$ cat config.mk
export PLATFORM = sky130hd
export DESIGN_NAME = flpf_framer
export DESIGN_NICKNAME = d
export VERILOG_FILES = /design/src/flpf_pkg.sv /design/src/flpf_fifo.sv /design/src/flpf_framer.sv
export SDC_FILE = /design/constraint.sdc
export NUM_CORES = 2
export LEC_CHECK = 0
export ABC_CLOCK_PERIOD_IN_PS = 14840
export BUFFER_PORTS_ARGS = -buffer_cell sky130_fd_sc_hd__buf_4
export CAP_MARGIN = 40
export CORE_UTILIZATION = 61
export CTS_CLUSTER_DIAMETER = 200
export CTS_CLUSTER_SIZE = 20
export DETAILED_ROUTE_END_ITERATION = 8
export PLACE_DENSITY_LB_ADDON = 0.1
export SETUP_SLACK_MARGIN = 0.15
export SLEW_MARGIN = 25
export SYNTH_ARGS = -nofsm -noshare
export SYNTH_HDL_FRONTEND = slang
export SYNTH_SLANG_ARGS = --single-unit
$ cat constraint.sdc
create_clock -name ref_clk -period 14.84 [get_ports ref_clk]
set_input_delay 2.968 -clock ref_clk [delete_from_list [all_inputs] [get_ports ref_clk]]
set_output_delay 2.968 -clock ref_clk [all_outputs]
set_load 0.01 [all_outputs]
$ cat src/flpf_pkg.sv
package flpf_pkg;

  // clock and timestamp timing
  localparam int unsigned FLPF_CLK_HZ = 20000000;
  localparam int unsigned FLPF_TICK_US = 200;
  localparam int unsigned FLPF_TICK_CYCLES = (FLPF_CLK_HZ / 1000000) * FLPF_TICK_US;
  localparam int FLPF_TICK_W = 13;
  localparam logic [FLPF_TICK_W-1:0] FLPF_TICK_LAST = FLPF_TICK_W'(FLPF_TICK_CYCLES - 1);

  // widths
  localparam int FLPF_TS_W = 41;
  localparam int FLPF_VAL_W = 16;
  localparam int FLPF_NCH = 4;
  localparam int FLPF_IDX_W = 7;

  // preamble byte layout
  localparam logic [FLPF_IDX_W-1:0] FLPF_B_PTR = 7'h00;
  localparam logic [FLPF_IDX_W-1:0] FLPF_B_TS0 = 7'h01;
  localparam logic [FLPF_IDX_W-1:0] FLPF_B_TS_LAST = 7'h06;
  localparam logic [FLPF_IDX_W-1:0] FLPF_B_CH0 = 7'h07;
  localparam logic [FLPF_IDX_W-1:0] FLPF_B_VIN = 7'h13;
  localparam logic [FLPF_IDX_W-1:0] FLPF_B_CH1 = 7'h17;
  localparam logic [FLPF_IDX_W-1:0] FLPF_B_STAT = 7'h3B;
  localparam logic [FLPF_IDX_W-1:0] FLPF_B_LAST = 7'h46;
  localparam int FLPF_CH_BYTES = 12;
  localparam int FLPF_VIN_BYTES = 4;
  localparam int FLPF_STAT_BYTES = 3;

  // fifo shape
  localparam int FLPF_FIFO_DEPTH = 8;
  localparam int FLPF_FIFO_W = 9;

  // one channel of captured telemetry
  typedef struct packed {
    logic [FLPF_VAL_W-1:0] vout_peak;
    logic [FLPF_VAL_W-1:0] vout_min;
    logic [FLPF_VAL_W-1:0] temp_peak;
    logic [FLPF_VAL_W-1:0] temp_min;
    logic [FLPF_VAL_W-1:0] iout_peak;
    logic [FLPF_VAL_W-1:0] iout_min;
    logic [7:0] stat_vout;
    logic [7:0] stat_iout;
    logic [7:0] stat_temp;
  } flpf_chan_t;

  // whole snapshot presented at a fault
  typedef struct packed {
    logic [7:0] ptr;
    logic [FLPF_VAL_W-1:0] vin_peak;
    logic [FLPF_VAL_W-1:0] vin_min;
    flpf_chan_t [FLPF_NCH-1:0] ch;
  } flpf_snap_t;

  // stream word: byte plus last marker
  typedef struct packed {
    logic last;
    logic [7:0] data;
  } flpf_beat_t;

  // framer states
  typedef enum logic [2:0] {
    FLPF_IDLE = 3'b001,
    FLPF_EMIT = 3'b010,
    FLPF_DONE = 3'b100
  } flpf_state_t;

endpackage

$ cat src/flpf_fifo.sv
module flpf_fifo
  import flpf_pkg::*;
#(
  parameter int WIDTH = FLPF_FIFO_W,
  parameter int DEPTH = FLPF_FIFO_DEPTH
) (
  // clock and reset
  input wire logic ref_clk,
  input wire logic rst_n,
  // fill side
  input wire logic in_valid,
  output logic in_ready,
  input wire logic [WIDTH-1:0] in_data,
  // drain side
  output logic out_valid,
  input wire logic out_ready,
  output logic [WIDTH-1:0] out_data
);

  localparam int AW = $clog2(DEPTH);

  // fifo pointer state
  typedef struct packed {
    logic [AW:0] wr;
    logic [AW:0] rd;
  } flpf_fifo_st_t;

  flpf_fifo_st_t st_q, st_d;
  logic [WIDTH-1:0] mem [DEPTH]; // storage array
  logic full, empty, push, pop;

  // honest full and empty from pointer compare
  assign empty = (st_q.wr == st_q.rd);
  assign full = (st_q.wr[AW] != st_q.rd[AW]) && (st_q.wr[AW-1:0] == st_q.rd[AW-1:0]);
  assign in_ready = !full;
  assign out_valid = !empty;
  assign push = in_valid && !full;
  assign pop = out_ready && !empty;
  assign out_data = mem[st_q.rd[AW-1:0]];

  // pointer next state
  always_comb begin
    st_d = st_q;
    if (push) begin
      st_d.wr = st_q.wr + 1'b1;
    end
    if (pop) begin
      st_d.rd = st_q.rd + 1'b1;
    end
  end

  // pointer register
  always_ff @(posedge ref_clk) begin
    if (!rst_n) begin
      st_q <= '0;
    end else begin
      st_q <= st_d;
    end
  end

  // storage write, no reset needed
  always_ff @(posedge ref_clk) begin
    if (push) begin
      mem[st_q.wr[AW-1:0]] <= in_data;
    end
  end

endmodule

$ cat src/flpf_framer.sv
// Behaviour
// - byte 0 holds fault pointer snapshot
// - bytes 1-6 timestamp, LSB first, bit40 last
// - timestamp ticks once per 200 us
// - byte 7 on: channel 0 six values
// - then input peak and minimum voltage
// - then channels one to three, to 58
// - bytes 59-70: three status per channel
// - preamble ends at byte 70
module flpf_framer
  import flpf_pkg::*;
(
  // clock and reset
  input wire logic ref_clk,
  input wire logic rst_n,
  // fault capture
  input wire logic fault_capture,
  input wire flpf_snap_t snap_in,
  output logic busy,
  // running timestamp view
  output logic [FLPF_TS_W-1:0] shared_clock_timestamp,
  // byte stream to the block read
  output logic out_valid,
  input wire logic out_ready,
  output logic [7:0] out_data,
  output logic out_last
);

  ////////////////////////////////////////////////////////////////////////////
  // state

  // all framer state in one record
  typedef struct packed {
    flpf_state_t state;
    logic [FLPF_TICK_W-1:0] tick;
    logic [FLPF_TS_W-1:0] ts;
    logic [FLPF_TS_W-1:0] ts_snap;
    flpf_snap_t snap;
    logic [FLPF_IDX_W-1:0] idx;
  } flpf_st_t;

  flpf_st_t st_q, st_d;
  flpf_beat_t beat; // byte offered to the fifo
  logic fifo_in_ready; // fifo accepts a byte
  logic push; // byte enters the fifo
  logic [FLPF_FIFO_W-1:0] fifo_out; // fifo head

  ////////////////////////////////////////////////////////////////////////////
  // helpers

  // select low or high byte of a 16-bit value
  function automatic logic [7:0] flpf_half(input logic [FLPF_VAL_W-1:0] v, input logic hi);
    flpf_half = hi ? v[15:8] : v[7:0];
  endfunction

  // byte k (0..11) of one channel's telemetry block
  function automatic logic [7:0] flpf_chan_byte(input flpf_chan_t c, input logic [3:0] k);
    logic [FLPF_VAL_W-1:0] v;
    case (k[3:1])
      3'h0: v = c.vout_peak;
      3'h1: v = c.vout_min;
      3'h2: v = c.temp_peak;
      3'h3: v = c.temp_min;
      3'h4: v = c.iout_peak;
      default: v = c.iout_min;
    endcase
    flpf_chan_byte = flpf_half(v, k[0]);
  endfunction

  // byte k (0..2) of one channel's status triple
  function automatic logic [7:0] flpf_stat_byte(input flpf_chan_t c, input logic [1:0] k);
    case (k)
      2'h0: flpf_stat_byte = c.stat_vout;
      2'h1: flpf_stat_byte = c.stat_iout;
      default: flpf_stat_byte = c.stat_temp;
    endcase
  endfunction

  // preamble byte at a given index
  function automatic logic [7:0] flpf_byte_at(input flpf_st_t s, input logic [FLPF_IDX_W-1:0] i);
    logic [FLPF_IDX_W-1:0] off;
    logic [FLPF_TS_W+6:0] tsx;
    off = '0;
    tsx = {7'h00, s.ts_snap};
    flpf_byte_at = 8'h00;
    if (i == FLPF_B_PTR) begin
      flpf_byte_at = s.snap.ptr;
    end else if (i <= FLPF_B_TS_LAST) begin
      off = i - FLPF_B_TS0;
      flpf_byte_at = tsx[off[2:0]*8 +: 8];
    end else if (i < FLPF_B_VIN) begin
      off = i - FLPF_B_CH0;
      flpf_byte_at = flpf_chan_byte(s.snap.ch[0], off[3:0]);
    end else if (i < FLPF_B_CH1) begin
      off = i - FLPF_B_VIN;
      flpf_byte_at = flpf_half(off[1] ? s.snap.vin_min : s.snap.vin_peak, off[0]);
    end else if (i < FLPF_B_STAT) begin
      off = i - FLPF_B_CH1;
      flpf_byte_at = flpf_chan_byte(s.snap.ch[1 + off / FLPF_CH_BYTES],
                                    4'(off % FLPF_CH_BYTES));
    end else if (i <= FLPF_B_LAST) begin
      off = i - FLPF_B_STAT;
      flpf_byte_at = flpf_stat_byte(s.snap.ch[off / FLPF_STAT_BYTES],
                                    2'(off % FLPF_STAT_BYTES));
    end
  endfunction

  ////////////////////////////////////////////////////////////////////////////
  // next state

  // one fill of the record copy per cycle
  always_comb begin
    st_d = st_q;
    beat.data = flpf_byte_at(st_q, st_q.idx);
    beat.last = (st_q.idx == FLPF_B_LAST);
    push = (st_q.state == FLPF_EMIT) && fifo_in_ready;
    // free-running 200 us tick
    if (st_q.tick == FLPF_TICK_LAST) begin
      st_d.tick = '0;
      st_d.ts = st_q.ts + 1'b1;
    end else begin
      st_d.tick = st_q.tick + 1'b1;
    end
    case (st_q.state)
      FLPF_IDLE: begin
        // latch snapshot and timestamp at the fault
        if (fault_capture) begin
          st_d.snap = snap_in;
          st_d.ts_snap = st_q.ts;
          st_d.idx = FLPF_B_PTR;
          st_d.state = FLPF_EMIT;
        end
      end
      FLPF_EMIT: begin
        // advance only when the byte was taken, so none is skipped
        if (push) begin
          if (beat.last) begin
            st_d.state = FLPF_DONE;
          end else begin
            st_d.idx = st_q.idx + 1'b1;
          end
        end
      end
      FLPF_DONE: begin
        // loop bytes follow from elsewhere; decoding by pointer is the reader's
        st_d.state = FLPF_IDLE;
      end
      default: begin
        st_d.state = FLPF_IDLE;
      end
    endcase
  end

  // record register
  always_ff @(posedge ref_clk) begin
    if (!rst_n) begin
      st_q <= '0;
      st_q.state <= FLPF_IDLE;
    end else begin
      st_q <= st_d;
    end
  end

  ////////////////////////////////////////////////////////////////////////////
  // output buffer

  // fifo decouples the reader's pace from byte generation
  flpf_fifo #(
    .WIDTH(FLPF_FIFO_W),
    .DEPTH(FLPF_FIFO_DEPTH)
  ) u_fifo (
    .ref_clk(ref_clk),
    .rst_n(rst_n),
    .in_valid(push),
    .in_ready(fifo_in_ready),
    .in_data(beat),
    .out_valid(out_valid),
    .out_ready(out_ready),
    .out_data(fifo_out)
  );

  // outputs
  assign out_data = fifo_out[7:0];
  assign out_last = fifo_out[8];
  assign busy = (st_q.state != FLPF_IDLE);
  assign shared_clock_timestamp = st_q.ts;

endmodule

---- Yosys cells after proc, flatten, opt, wreduce, memory -nomap -nowiden ----
Memory sizes are Yosys's and may differ from the RTL's. A register that Yosys moved wholly into a read port is not among the register bits.
Index checks and enable logic that the tools add are counted.
W data, S select, Z words.
word-level totals
  memories ................................ 1
  input port bits ......................... 524
  flip-flop bits (word level) ............. 633
  word-level logic and storage cells ...... 136
  bits in writable memories ............... 72
memories
  memory      words  width  rd ports  clocked after memory_dff  write ports  line             RTL
  u_fifo.mem  8      9      1         1                         1            flpf_fifo.sv:29  logic [WIDTH-1:0] mem [DEPTH];
operators by class
  shift-type cells ........................ 1
  add/subtract/negate cells ............... 11
  $lt $le $gt $ge ......................... 7
  eq/ne operators ......................... 21
  divide/modulo/power cells ............... 4
  multiplexer cells ....................... 29
  reduce and logical (&&, ||, !) cells .... 15
  bitwise operators ....................... 1
operators by type and width
  operator                 number
  $bmux W120 S2            2
  $pmux W16 S5             2
  $mux W120                1
  $mux W8                  9
  $lt A32 B3 Y1 const B    2
  $shiftx A48 B7 Y8        1
  $add A41 B1 Y41 const B  1
  $add A1 B32 Y32 const A  1
  $div A7 B2 Y32 const B   1
  $div A7 B4 Y32 const B   1
  $mod A7 B2 Y32 const B   1
  $mod A7 B4 Y32 const B   1
  $mux W24                 1
  $mux W7                  3
  $mux W16                 1
  $pmux W8 S2              1
  $eq A3 B2 Y1 const B     5
  $mux W3                  5
  $lt A7 B5 Y1 const B     2
  $pmux W7 S2              1
  $add A13 B1 Y13 const B  1
  $eq A13 B12 Y1 const B   1
  $eq A3 B1 Y1 const B     3
  $add A4 B1 Y4 const B    2
  31 further kinds         40

---- Longest topological paths before layout ----
  depth after elaboration ................. 12
  gate-level depth with buffers ........... 28
  gate-level depth less buffers ........... 24

---- Hierarchy ----
Synthesis repeated with hierarchy kept, for this count alone.
unflattened totals
  cell total of the unflattened synthesis .. 4058
  area, all modules ....................... 33978.8 µm²
by module, submodules not included
  module       sequential area each (µm²)  cells each  area an instance (µm²)  times used
  flpf_framer  12512.0                     3869        30422.9                 1
  flpf_fifo    2382.3                      189         3555.9                  1

---- Least setup slack after synthesis ----
Ideal clock, no wire load.
  path type ............................... reg-to-reg
  start ................................... register st_q[0] in the netlist's numbering
  end ..................................... memory u_fifo.mem[0][2] in the netlist's numbering, data pin
  setup time .............................. 0.278 ns
  period minus slack after synthesis ...... 5.683 ns
  required time ........................... 14.562 ns
  arrival time ............................ 5.405 ns
  stages on the path, launching flop included .. 28
  buffers on the path ..................... 4
  slack ................................... 9.157 ns
  cell sequence ........................... dfxtp_1 > ha_1 > buf_2 > o2111ai_2 > xnor2_2 > inv_1 > ha_1 > inv_1 > nand2_1 > a211oi_1 > a211oi_2 > nor3_1 > o21ai_0 > ha_1 > a211o_1 > o21ai_0 > and2_1 > ha_1 > nor2_1 > and4_1 > a31oi_4 > buf_4 > buf_6 > buf_2 > a21oi_1 > o21ai_0 > a21oi_1 > o31ai_1
RTL lines
  what                      line                RTL
  start: declaration        flpf_framer.sv:42   flpf_st_t st_q, st_d;
  start signal: assignment  flpf_framer.sv:160  st_q <= st_d;
  end: declaration          flpf_fifo.sv:29

==> flow_metrics.tcl <==
set metrics [dict create \
    status "finished, final reports clean" \
    ir_worst_vdd_uv 98.4 \
    hp-start "st_q[470]$_SDFFE_PN0P_" \
    coreArea_um2 55100 \
    synth_top_family_by_area "simple AND/OR/NAND/NOR gates" \
    use_met3_pct 5.76 \
    final_cell_mix "1310 x nand2_1, 635 x dfxtp_1, 611 x buf_4" \
    global_route.usage.met2_pct 63.9 \
    drt_iter0_drc 3665 \
    nets 4839 \
    hold_depth 2 \
    viasPerCell 6.03 \
    r2r_end "u_fifo.mem[4][0]$_DFFE_PP_" \
    postRouteAntennaNets 0 \
    ys_warn_count 0 \
    cts_tree "done" \
    netlist_instances 3961 \
    rr_worst_depth 17 \
    tightestPinTransition_ns 1.07 \
    fmax_mhz 131 \
    whs_endpoint "st_q[470]$_SDFFE_PN0P_" \
    syn_area_um2 34000 \
    synth-seq-cells 708 \
    finalPower_w 0.00375 \
    slowest_stage "buf_12" \
    drtPass1Iterations 6 \
    cts_made_buffers 41 \
    synth.distinct_cells 87 \
    synth_xor_area_share_pct 2.02 \
    final_common_cell "nand2_1" \
    cts_root_buf "clkbuf_16" \
    remaining_drc_errors 0 \
    clock_latency_ns 0.60 \
    cts_buffer_depth 3 \
    worstPathRequired_ns 15.11 \
    cts_hold_buf 0 \
    nFillCells 4487 \
    h-tree-depth 2 \
    async_flop_share_pct 0 \
    grt_pass1_wl_mm 170 \
    skew_ns 0.0357 \
    grt_antenna_before_repair 10 \
    min_period_ns 7.62 \
    hold_path.class "flop to flop" \
    criticalPathCategory "flop to flop" \
    grt_overflow_total 0 \
    grt.busiest_layer "met2" \
    rsz0062_at_grt "no" \
    fin_crit_sh_pct 51.3 \
    synth_top_area_share_pct 37.4 \
    p_per_area_nw_per_um2 94.6 \
    worst_path_largest_cell_delay_ns 0.69 \
    clock_sinks 708 \
    end_kind "flop" \
    multiInputGateArea_um2 17600 \
    initial_core_util_pct 61.8 \
    synth-simple-area-share_pct 20.5 \
    cts_setup_buffers 0 \
    grt_pass1_vias 28500 \
    seq_area_um2 14900 \
    p_leak_nw 15.5 \
    path_clk_slew_ns 0.09 \
    synthAdderAreaFrac_pct 0.515 \
    crit_arrival_ns 7.89 \
    ff2ff_setup_slack_ns 7.22 \
    grt_use_met1_pct 50.9 \
    cts_resized 0 \
    ys_seq_area_share_pct 43.8 \
    synth_top_cell_by_area "dfxtp_1" \
    grt_max_degree 212 \
    numPortBuffers 575 \
    synth_compound_gate_area_share_pct 19.7 \
    place_inst 4999 \
    synth_edf_count 72 \
    crit_path_max_fanout 166 \
    path_cells "ha_1 -> a21oi_1 -> o211ai_1 -> nand2_2 -> ha_1 -> nor2_1 -> or3_1 -> a221o_1 -> a211o_1 -> a41o_4 -> a221oi_4 -> buf_12 -> mux4_2 -> a22oi_1 -> a31oi_1 -> a311oi_1 -> a21oi_1" \
    relSlewSlack_pct 28.5 \
    drt-wirelength-per-cell_um 22.7 \
    syn2layout_area_growth_pct 16.6 \
    synth_mux_area_share_pct 8.69 \
    fp.dieW_um 238 \
    cp-start-kind "flop" \
    grt_use_total_pct 39.6 \
    num_rows 86 \
    place.gp.congestion 1.01 \
    drt_wl_total_mm 115 \
    final_cell_count_no_fill 5064 \
    setup_viol 0 \
    ys.flop_type "dfxtp_1" \
    r2r_start "st_q[1]$_SDFFE_PN0P_" \
    io_pins 576 \
    die_area_um2 56700 \
    vias 30500 \
    final_hold_viol_count 0 \
    slew_viol_final 0 \
    syn_avg_cell_area_um2 8.59 \
    ys_top_cells_by_area "dfxtp_1 37%, nand2_1 14%, a21boi_0 13%, edfxtp_1 6.4%, mux4_2 5.3%" \
    final_layout_size_suffix_gt1_share_pct 19.1 \
    dp.final_hpwl_mm 86.3 \
    maxCapViolCount 0 \
    synth_nets 4499 \
    die_y_um 238 \
    setup_tns_ns 0 \
]
## flip-flops by register name (all words and copies together) (netlist names), named ones only
register                cells
st_q                      584
u_fifo.mem                 72
shared_clock_timestamp     41
u_fifo.st_q                 8
## synth_stat cells (9+ instances only)
cell	n
a221o_1	9
mux2_2	19
a22oi_1	29
clkbuf_1	250
dfxtp_1	636
o22ai_1	16
nand4_1	23
a21oi_1	105
and4_1	11
nor2_1	81
xnor2_1	55
mux4_2	80
buf_2	15
a21boi_0	570
o31ai_1	9
buf_1	10
o21ai_0	52
nand2_1	1311
a31oi_1	20
and3_1	27
xor2_1	18
nor3_1	26
nand3_1	83
or3_1	22
edfxtp_1	72
ha_1	14
inv_1	27
nand2b_1	9
mux2i_1	91
a211oi_1	21
buf_4	54
and2_1	57
## through the flow
step / hold WS (ns) / setup slack [ns] / instance area, um2 / util, %
floorplan: 0.430 / 9.16 / 34000 / -
global placement: 0.444 / 7.50 / 38100 / 69.2
detailed placement: 0.454 / 7.59 / 38400 / 69.7
CTS: 0.466 / 7.57 / 39500 / 71.8
global route: 0.484 / 6.90 / 39600 / 72.0
finish: 0.464 / 7.22 / 39700 / 72.0
## routing by layer
metal / wire [um] / vias to the layer above
met4: 7540 / 10
met5: 68 / -
li1: - / 14200
met1: 44100 / 14500
met2: 53600 / 1490
met3: 9640 / 383
## layout make-up
type / instances / area share (%)
diodes: 6 / 0.0379
well taps: 748 / 2.36
multi-input cells: 2887 / 44.3
flip-flops and latches: 708 / 37.6
clock inverters: 2 / 0.0631
clock buffers: 50 / 2.78
repair buffers: 633 / 12.6
inverters: 30 / 0.284
## critical path, delay by kind of cell (launching register included)
family | cells | cell delay, ns
AOI/OAI and AO/OA | 10 | 3.50
DFF | 1 | 0.58
and+or+nand+nor | 3 | 0.60
adders and majority gates | 2 | 1.03
buffers and inverters | 1 | 0.69
muxes | 1 | 0.65
## worst max-delay path by stage
stage               slack (ns)                          to  cells after the start                  from
finish                    7.22  u_fifo.mem[4][0]$_DFFE_PP_                     17  st_q[1]$_SDFFE_PN0P_
global route              6.90  u_fifo.mem[1][0]$_DFFE_PP_                     17  st_q[1]$_SDFFE_PN0P_
CTS                       7.57  u_fifo.mem[2][5]$_DFFE_PP_                     23  st_q[0]$_SDFFE_PN0P_
detailed placement        7.59  u_fifo.mem[0][5]$_DFFE_PP_                     23  st_q[0]$_SDFFE_PN0P_
global placement          7.50  u_fifo.mem[4][2]$_DFFE_PP_                     17  st_q[0]$_SDFFE_PN0P_
floorplan                 9.16  u_fifo.mem[0][2]$_DFFE_PP_                     27  st_q[0]$_SDFFE_PN0P_
## power by group
| part | switching [W] | total [W] | internal [W] | leakage [nW] |
|---|---|---|---|---|
| logic | 0.000260 | 0.000477 | 0.000217 | 9.02 |
| registers | 0.0000865 | 0.00211 | 0.00202 | 5.88 |
| clock network | 0.000637 | 0.00116 | 0.000526 | 0.550 |
## kinds of logic (layout without fill, tap and decap cells)
kind of cell             count (synthesis)  in the layout
multiplexers                           192            192
flip-flops                             708            708
AND/OR/NAND/NOR                       1683           1683
AO/OA/AOI/OAI                          922            922
other                                    0              6
buffers and inverters                  366            715
adder cells (fa/ha/maj)                 14             14
XOR/XNOR                                76             76
Note: power is estimated with default switching activity, not from simulation.
